===== src/shared/hcs_pkg.sv =====
// Purpose: shared constants, types and state layout of the serial frame check path
// Assumes: mclk at 40 MHz samples both bit clocks; serial bytes go LSB first
// Notes:   crc register holds the X^31 term in bit 31
package hcs_pkg;

    // ----------------------------------------------------------------
    // frame check constants
    // ----------------------------------------------------------------
    localparam logic [31:0] HCS_CRC_POLY    = 32'h04C11DB7;
    localparam logic [31:0] HCS_CRC_PRESET  = 32'hFFFFFFFF;
    localparam logic [31:0] HCS_CRC_RESIDUE = 32'hC704DD7B;
    localparam logic [4:0]  HCS_FCS_LAST    = 5'h1F;
    localparam logic        HCS_CRC_SEL_32  = 1'h0;

    // ----------------------------------------------------------------
    // framing constants
    // ----------------------------------------------------------------
    localparam logic [7:0] HCS_FLAG_BYTE    = 8'h7E;
    localparam logic [2:0] HCS_STUFF_ONES   = 3'h5;
    localparam logic [2:0] HCS_FLAG_ONES    = 3'h6;
    localparam logic [2:0] HCS_ABORT_ONES   = 3'h7;
    localparam logic [2:0] HCS_RX_DELAY     = 3'h7;
    localparam logic [2:0] HCS_BIT_LAST     = 3'h7;
    localparam logic [2:0] HCS_MIN_BYTES    = 3'h4;

    // ----------------------------------------------------------------
    // output source select and reset values
    // ----------------------------------------------------------------
    localparam logic [1:0] HCS_SRC_FRAMED   = 2'h0;
    localparam logic [1:0] HCS_SRC_CLEAR    = 2'h1;
    localparam logic [1:0] HCS_SRC_STATIC   = 2'h2;
    localparam logic       HCS_LINE_IDLE    = 1'h1;
    // rx clock and data idle high, tx clock low: no false edge after reset
    localparam logic [3:0] HCS_SYNC_IDLE    = 4'hE;

    // ----------------------------------------------------------------
    // types
    // ----------------------------------------------------------------
    typedef enum logic [2:0] {
        HCS_TX_FLAG = 3'b001,
        HCS_TX_DATA = 3'b010,
        HCS_TX_FCS  = 3'b100
    } hcs_tx_e;

    typedef enum logic [1:0] {
        HCS_RX_HUNT  = 2'b01,
        HCS_RX_FRAME = 2'b10
    } hcs_rx_e;

    typedef struct packed {
        logic       valid;
        logic       last;
        logic [7:0] data;
    } hcs_tx_req_s;

    typedef struct packed {
        logic [7:0] data;
        logic       byteValid;
        logic       frameGood;
        logic       crcInvalid;
        logic       abort;
    } hcs_rx_evt_s;

    // sync vector order: {hostIn, rxData, rxClk, txClk}
    typedef struct packed {
        logic [3:0]  syncA;
        logic [3:0]  syncB;
        logic        txClkPrev;
        logic        rxClkPrev;
        hcs_tx_e     txState;
        logic [2:0]  txBitIdx;
        logic [7:0]  txShift;
        logic [2:0]  txOnes;
        logic [31:0] txCrc;
        logic [4:0]  fcsIdx;
        logic        txLastSeen;
        logic [7:0]  holdData;
        logic        holdValid;
        logic        holdLast;
        logic        txBit;
        logic        serialOut;
        hcs_rx_e     rxState;
        logic [2:0]  rxOnes;
        logic [6:0]  rxDly;
        logic [2:0]  rxDlyCnt;
        logic [31:0] rxCrc;
        logic [7:0]  rxAsm;
        logic [2:0]  rxBitCnt;
        logic [2:0]  rxByteCnt;
        hcs_rx_evt_s rxEvt;
    } hcs_state_s;

endpackage : hcs_pkg


===== src/verilog/hcs_crc32_step.sv =====
// Purpose: one serial step of the 32-bit frame check generator
// Assumes: combinational; caller registers the result
// Notes:   msb-first shift, feedback taken from bit 31
`timescale 1ns/10ps
`default_nettype none

module hcs_crc32_step (
    // crc in and out
    input  wire logic [31:0] crcIn,
    input  wire logic        dataBit,
    output logic      [31:0] crcOut
);

    // ----------------------------------------------------------------
    // feedback
    // ----------------------------------------------------------------
    logic feedback;

    always_comb begin
        feedback = crcIn[31] ^ dataBit;
        crcOut   = {crcIn[30:0], 1'b0} ^ (feedback ? hcs_pkg::HCS_CRC_POLY : 32'h00000000);
    end

endmodule : hcs_crc32_step
`default_nettype wire


===== src/verilog/hcs_serial_path.sv =====
// Purpose: framed serial transmit and receive path with 32-bit frame check
// Assumes: bit clocks and serial inputs are asynchronous to mclk
// Notes:   tx bits change on tx bit clock falls, rx bits taken on rx bit clock rises
// Function
// - tx crc covers data bits after opening flag up to fcs, skipping stuffed zeros
// - tx crc preset to all ones before each frame
// - each bit processed with the standard 32-bit generator polynomial
// - fcs sent as inverted crc, most significant bit first
// - rx crc preset to all ones after an opening flag
// - rx crc ignores stuffed zeros from the sender
// - good frame leaves the fixed residue in the rx crc
// - wrong residue at frame end raises an invalid-crc indication
// - serial output selects framed stream, clear-channel host input, or static level
// - tx data shifted out under the externally supplied tx bit clock
// - rx data sampled with the separate rx bit clock from the modem
// - bytes sent lsb first at byte boundary with automatic zero insertion
`timescale 1ns/10ps
`default_nettype none

module hcs_serial_path (
    // clock and reset
    input  wire logic               mclk,
    input  wire logic               rst_n,
    // serial pins
    input  wire logic               packet_tx_bit_clock,
    output logic                    packet_serial_out,
    input  wire logic               packet_rx_bit_clock,
    input  wire logic               packet_serial_in,
    // configuration
    input  wire logic               hostSerialIn,
    input  wire logic [1:0]         srcSel,
    input  wire logic               staticLevel,
    input  wire logic               crcSel,
    // transmit byte port
    input  wire hcs_pkg::hcs_tx_req_s txReq,
    output logic                    txReady,
    // receive events
    output hcs_pkg::hcs_rx_evt_s    rxEvt
);

    // ----------------------------------------------------------------
    // state and crc steps
    // ----------------------------------------------------------------
    hcs_pkg::hcs_state_s cur_ff;
    hcs_pkg::hcs_state_s nxt_state;
    logic [31:0]         txCrcStep;
    logic [31:0]         rxCrcStep;
    logic                rxExitBit;

    assign rxExitBit = cur_ff.rxDly[0];

    hcs_crc32_step u_tx_crc (
        .crcIn   (cur_ff.txCrc),
        .dataBit (cur_ff.txShift[0]),
        .crcOut  (txCrcStep)
    );

    hcs_crc32_step u_rx_crc (
        .crcIn   (cur_ff.rxCrc),
        .dataBit (rxExitBit),
        .crcOut  (rxCrcStep)
    );

    assign txReady           = ~cur_ff.holdValid;
    assign packet_serial_out = cur_ff.serialOut;
    assign rxEvt             = cur_ff.rxEvt;

    // ----------------------------------------------------------------
    // next state
    // ----------------------------------------------------------------
    logic txFall;
    logic rxRise;
    logic rxBit;
    logic crc32On;
    logic [2:0] onesInc;
    logic pushBit;

    always_comb begin
        nxt_state = cur_ff;
        crc32On   = (crcSel == hcs_pkg::HCS_CRC_SEL_32);
        pushBit   = 1'b0;
        onesInc   = 3'h0;

        // two-stage synchronisers, second stage feeds everything
        nxt_state.syncA     = {hostSerialIn, packet_serial_in, packet_rx_bit_clock, packet_tx_bit_clock};
        nxt_state.syncB     = cur_ff.syncA;
        nxt_state.txClkPrev = cur_ff.syncB[0];
        nxt_state.rxClkPrev = cur_ff.syncB[1];
        txFall = cur_ff.txClkPrev & ~cur_ff.syncB[0];
        rxRise = ~cur_ff.rxClkPrev & cur_ff.syncB[1];
        rxBit  = cur_ff.syncB[2];

        // one-cycle event pulses
        nxt_state.rxEvt.byteValid  = 1'b0;
        nxt_state.rxEvt.frameGood  = 1'b0;
        nxt_state.rxEvt.crcInvalid = 1'b0;
        nxt_state.rxEvt.abort      = 1'b0;

        // hold register for the next tx byte
        if (txReq.valid && !cur_ff.holdValid) begin
            nxt_state.holdData  = txReq.data;
            nxt_state.holdLast  = txReq.last;
            nxt_state.holdValid = 1'b1;
        end

        // ------------------------------------------------------------
        // transmit
        // ------------------------------------------------------------
        if (txFall) begin
            case (cur_ff.txState)
                hcs_pkg::HCS_TX_FLAG: begin
                    if (cur_ff.txOnes == hcs_pkg::HCS_STUFF_ONES) begin
                        // frame closed on five ones: stuff before the flag
                        nxt_state.txBit  = 1'b0;
                        nxt_state.txOnes = 3'h0;
                    end else begin
                        nxt_state.txBit    = hcs_pkg::HCS_FLAG_BYTE[cur_ff.txBitIdx];
                        nxt_state.txBitIdx = cur_ff.txBitIdx + 3'h1;
                        if (cur_ff.txBitIdx == hcs_pkg::HCS_BIT_LAST && cur_ff.holdValid) begin
                            nxt_state.txState    = hcs_pkg::HCS_TX_DATA;
                            nxt_state.txShift    = cur_ff.holdData;
                            nxt_state.txLastSeen = cur_ff.holdLast;
                            nxt_state.holdValid  = 1'b0;
                            nxt_state.txCrc      = hcs_pkg::HCS_CRC_PRESET;
                            nxt_state.txOnes     = 3'h0;
                        end
                    end
                end
                hcs_pkg::HCS_TX_DATA: begin
                    if (cur_ff.txOnes == hcs_pkg::HCS_STUFF_ONES) begin
                        nxt_state.txBit  = 1'b0;
                        nxt_state.txOnes = 3'h0;
                    end else begin
                        nxt_state.txBit    = cur_ff.txShift[0];
                        nxt_state.txCrc    = txCrcStep;
                        nxt_state.txOnes   = cur_ff.txShift[0] ? cur_ff.txOnes + 3'h1 : 3'h0;
                        nxt_state.txShift  = {1'b0, cur_ff.txShift[7:1]};
                        nxt_state.txBitIdx = cur_ff.txBitIdx + 3'h1;
                        if (cur_ff.txBitIdx == hcs_pkg::HCS_BIT_LAST) begin
                            if (!cur_ff.txLastSeen && cur_ff.holdValid) begin
                                nxt_state.txShift    = cur_ff.holdData;
                                nxt_state.txLastSeen = cur_ff.holdLast;
                                nxt_state.holdValid  = 1'b0;
                            end else begin
                                // last byte done, or underrun closes the frame
                                nxt_state.fcsIdx  = 5'h00;
                                nxt_state.txState = crc32On ? hcs_pkg::HCS_TX_FCS : hcs_pkg::HCS_TX_FLAG;
                            end
                        end
                    end
                end
                hcs_pkg::HCS_TX_FCS: begin
                    if (cur_ff.txOnes == hcs_pkg::HCS_STUFF_ONES) begin
                        nxt_state.txBit  = 1'b0;
                        nxt_state.txOnes = 3'h0;
                    end else begin
                        nxt_state.txBit  = ~cur_ff.txCrc[31];
                        nxt_state.txOnes = ~cur_ff.txCrc[31] ? cur_ff.txOnes + 3'h1 : 3'h0;
                        nxt_state.txCrc  = {cur_ff.txCrc[30:0], 1'b0};
                        nxt_state.fcsIdx = cur_ff.fcsIdx + 5'h01;
                        if (cur_ff.fcsIdx == hcs_pkg::HCS_FCS_LAST) begin
                            nxt_state.txState  = hcs_pkg::HCS_TX_FLAG;
                            nxt_state.txBitIdx = 3'h0;
                        end
                    end
                end
                default: begin
                    nxt_state.txState  = hcs_pkg::HCS_TX_FLAG;
                    nxt_state.txBitIdx = 3'h0;
                end
            endcase
        end

        // output source select
        case (srcSel)
            hcs_pkg::HCS_SRC_FRAMED: nxt_state.serialOut = cur_ff.txBit;
            hcs_pkg::HCS_SRC_CLEAR:  nxt_state.serialOut = cur_ff.syncB[3];
            hcs_pkg::HCS_SRC_STATIC: nxt_state.serialOut = staticLevel;
            default:                 nxt_state.serialOut = hcs_pkg::HCS_LINE_IDLE;
        endcase

        // ------------------------------------------------------------
        // receive
        // ------------------------------------------------------------
        if (rxRise) begin
            onesInc = (cur_ff.rxOnes == hcs_pkg::HCS_ABORT_ONES) ? cur_ff.rxOnes : cur_ff.rxOnes + 3'h1;
            if (rxBit) begin
                nxt_state.rxOnes = onesInc;
                if (onesInc == hcs_pkg::HCS_ABORT_ONES) begin
                    if (cur_ff.rxState == hcs_pkg::HCS_RX_FRAME) begin
                        nxt_state.rxEvt.abort = 1'b1;
                    end
                    nxt_state.rxState = hcs_pkg::HCS_RX_HUNT;
                end else begin
                    pushBit = 1'b1;
                end
            end else begin
                nxt_state.rxOnes = 3'h0;
                if (cur_ff.rxOnes == hcs_pkg::HCS_FLAG_ONES) begin
                    // flag: close any frame, then open a new one
                    if (cur_ff.rxState == hcs_pkg::HCS_RX_FRAME && crc32On &&
                        (cur_ff.rxByteCnt != 3'h0 || cur_ff.rxBitCnt != 3'h0)) begin
                        if (cur_ff.rxBitCnt == 3'h0 && cur_ff.rxByteCnt >= hcs_pkg::HCS_MIN_BYTES &&
                            cur_ff.rxCrc == hcs_pkg::HCS_CRC_RESIDUE) begin
                            nxt_state.rxEvt.frameGood = 1'b1;
                        end else begin
                            nxt_state.rxEvt.crcInvalid = 1'b1;
                        end
                    end
                    nxt_state.rxState   = hcs_pkg::HCS_RX_FRAME;
                    nxt_state.rxCrc     = hcs_pkg::HCS_CRC_PRESET;
                    nxt_state.rxDlyCnt  = 3'h0;
                    nxt_state.rxBitCnt  = 3'h0;
                    nxt_state.rxByteCnt = 3'h0;
                end else if (cur_ff.rxOnes != hcs_pkg::HCS_STUFF_ONES) begin
                    pushBit = 1'b1;
                end
            end
        end

        // seven-bit delay keeps flag bits out of the crc and data
        if (pushBit && cur_ff.rxState == hcs_pkg::HCS_RX_FRAME) begin
            nxt_state.rxDly = {rxBit, cur_ff.rxDly[6:1]};
            if (cur_ff.rxDlyCnt != hcs_pkg::HCS_RX_DELAY) begin
                nxt_state.rxDlyCnt = cur_ff.rxDlyCnt + 3'h1;
            end else begin
                nxt_state.rxCrc    = rxCrcStep;
                nxt_state.rxAsm    = {rxExitBit, cur_ff.rxAsm[7:1]};
                nxt_state.rxBitCnt = cur_ff.rxBitCnt + 3'h1;
                if (cur_ff.rxBitCnt == hcs_pkg::HCS_BIT_LAST) begin
                    nxt_state.rxEvt.data      = {rxExitBit, cur_ff.rxAsm[7:1]};
                    nxt_state.rxEvt.byteValid = 1'b1;
                    if (cur_ff.rxByteCnt != hcs_pkg::HCS_BIT_LAST) begin
                        nxt_state.rxByteCnt = cur_ff.rxByteCnt + 3'h1;
                    end
                end
            end
        end
    end

    // ----------------------------------------------------------------
    // registers
    // ----------------------------------------------------------------
    always_ff @(posedge mclk or negedge rst_n) begin
        if (!rst_n) begin
            cur_ff           <= '0;
            cur_ff.txState   <= hcs_pkg::HCS_TX_FLAG;
            cur_ff.rxState   <= hcs_pkg::HCS_RX_HUNT;
            cur_ff.txCrc     <= hcs_pkg::HCS_CRC_PRESET;
            cur_ff.rxCrc     <= hcs_pkg::HCS_CRC_PRESET;
            cur_ff.txBit     <= hcs_pkg::HCS_LINE_IDLE;
            cur_ff.syncA     <= hcs_pkg::HCS_SYNC_IDLE;
            cur_ff.syncB     <= hcs_pkg::HCS_SYNC_IDLE;
            cur_ff.rxClkPrev <= 1'b1;
            cur_ff.serialOut <= hcs_pkg::HCS_LINE_IDLE;
        end else begin
            cur_ff <= nxt_state;
        end
    end

endmodule : hcs_serial_path
`default_nettype wire

===== config.mk =====
export PLATFORM = sky130hd
export DESIGN_NAME = hcs_serial_path
export DESIGN_NICKNAME = d
export VERILOG_FILES = /design/src/shared/hcs_pkg.sv /design/src/verilog/hcs_crc32_step.sv /design/src/verilog/hcs_serial_path.sv
export SDC_FILE = /design/constraint.sdc
export NUM_CORES = 1
export LEC_CHECK = 0
export ABC_AREA = 1
export BUFFER_PORTS_ARGS = -buffer_cell sky130_fd_sc_hd__buf_2
export CELL_PAD_IN_SITES_DETAIL_PLACEMENT = 0
export CELL_PAD_IN_SITES_GLOBAL_PLACEMENT = 1
export CORE_ASPECT_RATIO = 0.7
export CORE_MARGIN = 2
export CORE_UTILIZATION = 42
export DETAILED_ROUTE_END_ITERATION = 10
export MAX_ROUTING_LAYER = met4
export PLACE_DENSITY = 0.77
export RECOVER_POWER = 25
export SLEW_MARGIN = 20
export SYNTH_ARGS = -nofsm -noshare
export SYNTH_HDL_FRONTEND = slang
export SYNTH_HIERARCHICAL = 1
export SYNTH_SLANG_ARGS = --single-unit

===== constraint.sdc =====
create_clock -name mclk -period 1.7 [get_ports mclk]
set_clock_uncertainty 0.1 [all_clocks]
set_input_delay 0.34 -clock mclk [delete_from_list [all_inputs] [get_ports mclk]]
set_output_delay 0.34 -clock mclk [all_outputs]
set_load 0.005 [all_outputs]

==> impl_metrics.yaml, run 1 <==
setup_path:
  cp-end-kind: "flop"
  cp_max_fo: 10
  reg2reg_depth: 10
  critPathLaunchType: "flop"
  crit_start: "cur_ff[68]"
  crit_type: "flop to flop"
  r2r_end: "cur_ff[42]"
  crit_required_ns: 1.95
  cpPeakStageDelay_ns: 0.45
  path_cells: "inv_2 -> ha_4 -> inv_2 -> nand2_2 -> nand2_2 -> nand3_4 -> nand2_8 -> buf_4 -> clkbuf_16 -> o21ai_2"
  critPathSlowestCell: "dfrtp_2"
  crit-reg2reg-launch: "cur_ff[68]"
  reg2reg_slack_ns: -0.12
  crit_arrival_ns: 2.07
power_and_ir_drop:
  p_leak_nw: 5.00
  intPower_mw: 9.23
  power_density_nw_per_um2: 1350
  vdd_drop_max_mv: 0.809
  swShare_pct: 38.9
  seqPwrFrac_pct: 37.0
  share_comb_of_total_power_pct: 38.8
  p_sw_mw: 5.89
  clkPwrFrac_pct: 24.2
floorplanning:
  initial_core_util_pct: 43.1
  die_x_um: 175
  row_count: 43
  fp.dieArea_um2: 21600
  core_um2: 19900
  ios: 34
  die_h_um: 124
drt:
  drc: 0
  vias: 7029
  ant_nets: 0
  drt-wirelength-per-cell_um: 14.4
  drt_iter0_drc: 571
  vias_per_cell: 4.90
  drt_wl_total_um: 20700
  drt_pass1_iterations: 5
placed_design:
  place_ws_ns: -0.114
  hpwlAfterDp_um: 11400
  gp_congestion: 0.831
  numPortBuffers: 33
  dp.cells: 1362
global_routing:
  grt_pass1_wl_um: 32400
  track_usage_pct: 19.1
  top_usage_layer: "met2"
  gr-total-overflow: 0
  grt_use_met2_pct: 28.1
  grt_pass1_vias: 6534
  met1_usage_pct: 27.8
  use_met3_pct: 3.79
  antenna_found_initial: 0
  grt_max_degree: 41
clock_network:
  clk_latency_ns: 0.43
  clock_path_buffers: 2
  cts_tree: "done"
  clkTransAtPathRegs_ns: 0.07
  clock_sinks: 149
  ctsRootBufferMaster: "clkbuf_16"
  cts_made_buffers: 17
  h-tree-depth: 4
synthesis:
  syn_area_per_cell_um2: 7.83
  ys_types: 31
  netlist_instances: 1096
  yosysWarnings: 6
  synthesis.area_um2: 8590
  yosysTopAreaCell: "dfstp_2"
  ys_ff_latch: 149
  seq_area_frac_synth_pct: 44.5
  synth_top_cells_by_area: "dfstp_2 (23%), dfrtp_1 (22%), nand2_1 (15%)"
  synth_top_area_share_pct: 22.9
  synth_nets: 1135
finish:
  antenna_cells: 0
  syn2layout_area_growth_pct: 30.5
  fin_util_pct: 56.3
  drive_above_1_share_pct: 39.2
  fill_cells: 1779
  finalNetCount: 1190
  instances_no_fill: 1434
sta:
  max_slew.worst_pin.slew_ns: 0.421
  relSlewSlack_pct: 71.9
  fin_crit_sh_pct: 107
  fmax_mhz: 551
  whs_ns: 0.0348
  slew_viol_final: 0
  fin_ws_ns: -0.116
  period_needed_ns: 1.82
  setup_viol: 95
  hold_viol: 0
  rsz0062_at_grt: "yes"
worst_hold_path:
  hold_start: "txReq[0]"
  whs_endpoint: "cur_ff[77]"
  hold_class: "input pin to flop"
  min_path_cells: 2
job:
  cap_violations: 0
status:
  status: "finished with violations"
  violations: "setup timing"
[layout make-up]
class	instances	area [um2]	area share [%]
repair buffers	134	1540	13.7
flip-flops and latches	149	3820	34.1
repair inverters	1	7.51	0.0670
inverters	124	478	4.27
clock buffers	18	429	3.83
well taps	270	338	3.02
clock inverters	14	140	1.25
multi-input cells	724	4450	39.7
[cells by family after synthesis]
| logic type | count (synthesis) | synth area share [%] |
|---|---|---|
| AO/OA/AOI/OAI | 98 | 5.76 |
| buffers and inverters | 223 | 13.7 |
| adder cells (fa/ha/maj) | 19 | 2.77 |
| multiplexers | 41 | 4.91 |
| flip-flops | 149 | 44.5 |
| XOR/XNOR | 2 | 0.204 |
| AND/OR/NAND/NOR | 564 | 28.2 |
[critical path: cells and delay by family, from the launching register on]
family	cells	cell delay, ns
compound gates	1	0.14
fa+ha+maj	1	0.26
buf+inv	4	0.43
flops	1	0.45
simple gates	4	0.35
[through the flow]
| step | TNS (ns) | total power, mW | area [um2] |
|---|---|---|---|
| 4_1_cts | -0.276 | 13.9 | 10000 |
| 6_report | -5.77 | 15.1 | 11200 |
| 2_1_floorplan | 0 | 8.90 | 8590 |
| 3_5_place_dp | -2.92 | 9.97 | 9070 |
| 5_1_grt | -15.06 | 16.2 | 11200 |
| 3_3_place_gp | -1.57 | 9.88 | 9070 |
[cell usage after synthesis]
master / number
o21ai_1: 32
dfrtp_1: 74
clkbuf_1: 7
nand3_2: 6
nand3_1: 130
mux2i_1: 32
nor2_4: 1
a21oi_1: 7
o21ai_0: 56
nor3_4: 1
a31oi_1: 1
nand4_1: 15
inv_2: 10
ha_1: 19
nor3_1: 3
nand3b_1: 1
or2_2: 3
nor2_2: 3
buf_6: 11
nand2_1: 352
xor2_1: 2
buf_8: 2
o22ai_1: 2
inv_1: 114
nor2_1: 40
mux2_2: 9
nand2_2: 9
clkbuf_2: 2
buf_2: 24
dfstp_2: 75
buf_4: 53
[repair_timing]
| action | in CTS | in global routing |
|---|---|---|
| resized for setup | 37 | 266 |
| pin swaps | 7 | 38 |
| setup buffers | 7 | 11 |
| hold endpoints to repair | 33 | 0 |
| hold buffers | 5 | 0 |
| setup endpoints to repair | 101 | 120 |
| gates cloned | 5 | 13 |
[registers in the layout, summed over array words and instances (netlist names)]
name / flops
cur_ff: 136
packet_serial_out: 1
rxEvt: 12
[worst max path at each step]
| stage | slack [ns] | end | depth (start not counted) |
|---|---|---|---|
| 2_1_floorplan | 0.02 | cur_ff[122] | 9 |
| 3_3_place_gp | -0.06 | cur_ff[53] | 10 |
| 3_5_place_dp | -0.11 | cur_ff[32] | 10 |
| 4_1_cts | -0.03 | cur_ff[59] | 11 |
| 5_1_grt | -0.20 | cur_ff[58] | 10 |
| 6_report | -0.12 | cur_ff[42] | 10 |
[placed cells by master (no fill, tap or decap), drive strengths merged]
master,instances
nand2,361
nand3,136
inv,130
buf,117
o21ai,88
dfstp,75
dfrtp,74
nor2,44
mux2i,32
clkbuf,29
ha,19
nand4,15
mux2,9
a21oi,7
clkinvlp,5
dlygate4sd3,5
clkinv,4
nor3,4
or2,3
xor2,2
o22ai,2
a31oi,1
nand3b,1
bufbuf,1
[power by group through the flow]
stage	sequential, mW	combinational [mW]	clock, mW
2_1_floorplan	5.29	3.61	0
3_3_place_gp	5.41	4.47	0
3_5_place_dp	5.44	4.54	0
4_1_cts	5.39	4.76	3.75
5_1_grt	5.73	6.52	3.91
6_report	5.59	5.86	3.67
[per-layer routing]
layer	wire length, um	up-vias
met2	9070	121
met1	10600	3324
met4	148	0
met3	831	12
li1	-	3572
met5	0	-
Note: power is estimated with default switching activity, not from simulation.
==> run 2: changes to the inputs <==
MAX_ROUTING_LAYER = not set   (was met4)
==> run 2 against run 1 <==
The run still ends with setup timing left; fmax shrank 0.42%; count of clock-buffer cells in the layout unchanged; register-to-register slack hardly changed; setup slack lost 0.0077 ns; critical endpoint is now cur_ff[47]; highest routed layer unchanged; sequential power about the same; sequential cell count unchanged; sequential share of layout area rose by 0.092 points; critical path type unchanged; power fell by 0.39%; die area stayed put.
==> impl_metrics.yaml, run 2 (synthesis gave the netlist of run 1 again) <==
finish:
  layout_common_cells: "nand2_1 (252), nand3_1 (115), inv_1 (107)"
  multiInputGateArea_um2: 4420
  instances_no_fill: 1434
  antenna_cells: 0
  seq_area_um2: 3820
  finalNetCount: 1190
  largest_register_ffs: 136
  drive_above_1_share_pct: 38.9
  stdcell_area_um2: 11200
  layout_commonest_cell: "nand2_1"
  fill_cells: 1783
  top_register: "cur_ff"
  syn2layout_area_growth_pct: 30.1
power_and_ir_drop:
  p_leak_nw: 4.99
  power_density_nw_per_um2: 1350
  vdd_drop_max_mv: 0.797
sta:
  relSlewSlack_pct: 72.1
  slew_viol_final: 0
  fin_ws_ns: -0.124
  whs_ns: 0.0342
  setup_tns_ns: -6.06
  fmax_mhz: 548
  max_slew.worst_pin.slew_ns: 0.419
  hold_viol: 0
  period_needed_ns: 1.82
  rsz0062_at_grt: "yes"
  setup_viol: 95
  fin_crit_sh_pct: 107
setup_path:
  critPathLaunchType: "flop"
  path_cells: "inv_2 -> ha_4 -> inv_2 -> nand2_2 -> nand2_2 -> nand3_4 -> nand2_8 -> buf_4 -> clkbuf_16 -> o21ai_2"
  cp_max_fo: 10
  cpPeakStageDelay_ns: 0.45
  reg2reg_depth: 10
  crit_type: "flop to flop"
  crit_arrival_ns: 2.07
  crit-reg2reg-launch: "cur_ff[68]"
  critPathSlowestCell: "dfrtp_2"
  cp-end-kind: "flop"
  crit_required_ns: 1.95
  reg2reg_slack_ns: -0.12
  r2r_end: "cur_ff[47]"
floorplanning:
  row_count: 43
  die_x_um: 175
  ios: 34
  core_um2: 19900
  fp.dieArea_um2: 21600
  die_h_um: 124
  initial_core_util_pct: 43.1
status:
  status: "finished with violations"
  violations: "setup timing"
clock_network:
  cts_made_buffers: 17
  cts_tree: "done"
  clock_path_buffers: 2
  clk_latency_ns: 0.43
  clock_sinks: 149
  clkTransAtPathRegs_ns: 0.07
  ctsRootBufferMaster: "clkbuf_16"
  h-tree-depth: 4
placed_design:
  numPortBuffers: 33
  hpwlAfterDp_um: 11400
  dp.cells: 1362
  gp_congestion: 0.819
  post_dp_cell_area_um2: 9070
drt:
  vias_per_cell: 4.90
  drt_wl_total_um: 20600
  drc: 0
  drt-wirelength-per-cell_um: 14.3
  ant_nets: 0
  vias: 7020
  drt_pass1_iterations: 5
  drt_iter0_drc: 487
global_routing:
  antenna_found_initial: 0
  track_usage_pct: 18.6
  grt_pass1_wl_um: 32400
  grt_max_degree: 41
  grt_pass1_vias: 6533
  gr-total-overflow: 0
job:
  cap_violations: 0
worst_hold_path:
  min_path_cells: 2
  whs_endpoint: "cur_ff[77]"
  hold_class: "input pin to flop"
  hold_start: "txReq[0]"
## run 2: cell counts in the layout (fill, tap and decap cells not counted)
No cell type changed its count.
## run 2: how the worst max path moves through the flow
stage	end	start	slack [ns]	cells after the start
after floorplan	cur_ff[122]	cur_ff[123]	0.02	9
after global placement	cur_ff[53]	cur_ff[68]	-0.06	10
after detailed placement	cur_ff[32]	cur_ff[68]	-0.11	10
after CTS	cur_ff[59]	cur_ff[68]	-0.03	11
after global routing	cur_ff[58]	cur_ff[68]	-0.20	10
final	cur_ff[47]	cur_ff[68]	-0.12	10
## run 2: cell type report
type,instances,area share (%)
clock inverter,14,1.25
inverter,124,4.28
sequential,149,34.2
timing repair inverter,1,0.0672
clock buffer,18,3.84
multi-input combinational,724,39.5
tap,270,3.02
timing repair buffer,134,13.8
## run 2: where the power goes
part           internal (mW)  switching [mW]  total (mW)  leakage (nW)
logic                   2.51            3.29        5.80          2.96
registers               4.77           0.815        5.58          1.77
clock network           1.94            1.73        3.67         0.267
## run 2: worst max-delay path: cells and delay by family (launching register included)
family | cells | cell delay [ns]
AOI/OAI and AO/OA | 1 | 0.15
and+or+nand+nor | 4 | 0.35
buffers and inverters | 4 | 0.43
adders and majority gates | 1 | 0.26
DFF | 1 | 0.45
## run 2: routing by layer
metal	track usage, %	vias up	part of all wire, %
met5	0	-	0
li1	-	3564	-
met1	27.6	3329	51
met4	3.39	0	0.99
met3	3.94	15	3.2
met2	28.1	112	44
## run 2: timing repair
item	in CTS	in global routing
setup endpoints to repair	101	120
gates resized for setup	37	262
endpoints found under the hold margin	33	0
pin swaps	7	39
cloned	5	13
buffers inserted	7	11
hold buffers	5	0
## run 2: through the flow
step	total power, mW	setup slack, ns	util [%]
finish	15.1	-0.124	56.1
global route	16.1	-0.204	56.1
CTS	13.9	-0.0263	50.3
detailed placement	9.97	-0.114	45.6
global placement	9.88	-0.0645	45.6
floorplan	8.90	0.0167	-
==> run 3: changes to the inputs <==
BUFFER_PORTS_ARGS = -buffer_cell sky130_fd_sc_hd__buf_4   (was -buffer_cell sky130_fd_sc_hd__buf_2)
GPL_ROUTABILITY_DRIVEN = 0   (was not set)
==> run 3 against run 2 <==
The flow still finishes with violations (setup timing); setup slack got worse by 0.0041 ns; count of clock-buffer cells in the layout grew 2; fmax fell by 0.22%; critical endpoint is now cur_ff[52]; largest power group unchanged; highest routed layer unchanged.
==> impl_metrics.yaml, run 3 (synthesis gave the netlist of run 1 again) <==
sta:
  fin_ws_ns: -0.128
  relSlewSlack_pct: 27.6
  fmax_mhz: 547
  setup_viol: 81
  setup_tns_ns: -4.55
  period_needed_ns: 1.83
  slew_viol_final: 0
  max_slew.worst_pin.slew_ns: 1.09
  rsz0062_at_grt: "yes"
  fin_crit_sh_pct: 108
  hold_viol: 0
setup_path:
  reg2reg_slack_ns: -0.13
  path_cells: "ha_4 -> inv_2 -> nand2_2 -> nand2_2 -> nand3_4 -> nand2_4 -> buf_12 -> buf_12 -> clkbuf_16 -> o21ai_2"
  crit_type: "flop to flop"
  cp-end-kind: "flop"
  cp_max_fo: 6
  cpPeakStageDelay_ns: 0.46
  crit_required_ns: 1.95
  critPathSlowestCell: "dfrtp_2"
  crit_arrival_ns: 2.08
  critPathLaunchType: "flop"
job:
  cap_violations: 0
drt:
  vias_per_cell: 4.93
  ant_nets: 0
  drt_pass1_iterations: 5
  drt-wirelength-per-cell_um: 14.2
  drt_iter0_drc: 524
  vias: 7034
  drc: 0
  drt_wl_total_um: 20300
finish:
  finalNetCount: 1184
  drive_above_1_share_pct: 35.1
  antenna_cells: 0
  layout_common_cells: "nand2_1 (297), inv_1 (106), nand3_1 (98)"
  largest_register_ffs: 136
  layout_commonest_cell: "nand2_1"
  stdcell_area_um2: 11000
  top_register: "cur_ff"
  syn2layout_area_growth_pct: 28.0
floorplanning:
  row_count: 43
  die_x_um: 175
  ios: 34
  die_h_um: 124
  initial_core_util_pct: 43.1
  core_um2: 19900
  fp.dieArea_um2: 21600
clock_network:
  clock_path_buffers: 2
  h-tree-depth: 4
  ctsRootBufferMaster: "clkbuf_16"
  clk_latency_ns: 0.42
  cts_made_buffers: 17
  cts_tree: "done"
  clkTransAtPathRegs_ns: 0.07
  clock_sinks: 149
placed_design:
  numPortBuffers: 33
  hpwlAfterDp_um: 11700
  post_dp_cell_area_um2: 9190
status:
  status: "finished with violations"
  violations: "setup timing"
global_routing:
  grt_pass1_vias: 6594
  antenna_found_initial: 0
  gr-total-overflow: 0
  track_usage_pct: 18.5
  grt_max_degree: 40
  grt_pass1_wl_um: 32300
power_and_ir_drop:
  p_leak_nw: 4.91
  fin_total_pwr_mw: 15.3
  vdd_drop_max_mv: 0.899
  power_density_nw_per_um2: 1400
worst_hold_path:
  hold_class: "input pin to flop"
run 3: cell types whose count changed in the layout (fill, tap and decap cells not counted), sizes merged:
cell | previous run | this run
clkinv | 4 | 5
bufbuf | 1 | 0
bufinv | 0 | 2
buf | 117 | 111
nand2 | 361 | 362
clkbuf | 29 | 32
inv | 130 | 129
clkinvlp | 5 | 0
run 3: cell type report:
| type | count | area (um2) |
|---|---|---|
| Tap cell | 270 | 338 |
| Clock inverter | 12 | 140 |
| Timing Repair Buffer | 128 | 1470 |
| Multi-Input combinational cell | 725 | 4280 |
| Clock buffer | 20 | 457 |
| Inverter | 124 | 478 |
| Fill cell | 1820 | 8920 |
| Sequential cell | 149 | 3830 |
run 3: metrics by stage:
step	util, %	setup WS, ns	hold WS (ns)	std cells
floorplan	-	0.0167	-0.0556	1096
global placement	46.2	-0.0413	0.182	1363
detailed placement	46.2	-0.0891	0.189	1363
CTS	50.5	-0.0559	0.0271	1408
global route	55.2	-0.223	0.0346	1428
finish	55.2	-0.128	0.0477	1428
run 3: final timing paths:
| kind | startpoint | to | depth (start not counted) |
|---|---|---|---|
| min | srcSel[0] | packet_serial_out | 3 |
| max reg2reg | cur_ff[69] | cur_ff[52] | 10 |
| max | cur_ff[69] | cur_ff[52] | 10 |
| min reg2reg | cur_ff[146] | cur_ff[142] | 0 |
| min in group asynchronous | rst_n | cur_ff[80] | 2 |
| max in group asynchronous | rst_n | cur_ff[46] | 3 |
run 3: repair_timing:
| item | 4_1_cts | 5_1_grt |
|---|---|---|
| cloned | 3 | 9 |
| hold buffers | 5 | 0 |
| setup buffers | 7 | 13 |
| endpoints found under the setup margin | 103 | 125 |
| pin swaps | 3 | 61 |
| gates resized for setup | 55 | 193 |
| hold endpoints to repair | 30 | 0 |
run 3: critical path, delay by kind of cell, from the launching register on:
family	cells	cell delay, ns
AO/OA/AOI/OAI	1	0.14
AND/OR/NAND/NOR	4	0.30
buffers and inverters	4	0.48
adder cells (fa/ha/maj)	1	0.28
flip-flops	1	0.46
run 3: per-layer routing:
metal | up-vias | part of all wire, % | GRT usage (%)
li1 | 3553 | - | -
met1 | 3354 | 52 | 28.1
met2 | 110 | 43 | 27.1
met3 | 17 | 3.4 | 3.33
met4 | 0 | 1.1 | 4.84
met5 | - | 0 | 0
run 3: power breakdown:
group	internal (mW)	total [mW]	leakage [nW]	switching (mW)
registers	4.77	5.55	1.77	0.785
logic	2.50	5.94	2.84	3.44
clock network	2.27	3.84	0.296	1.58
total	9.54	15.3	4.91	5.80
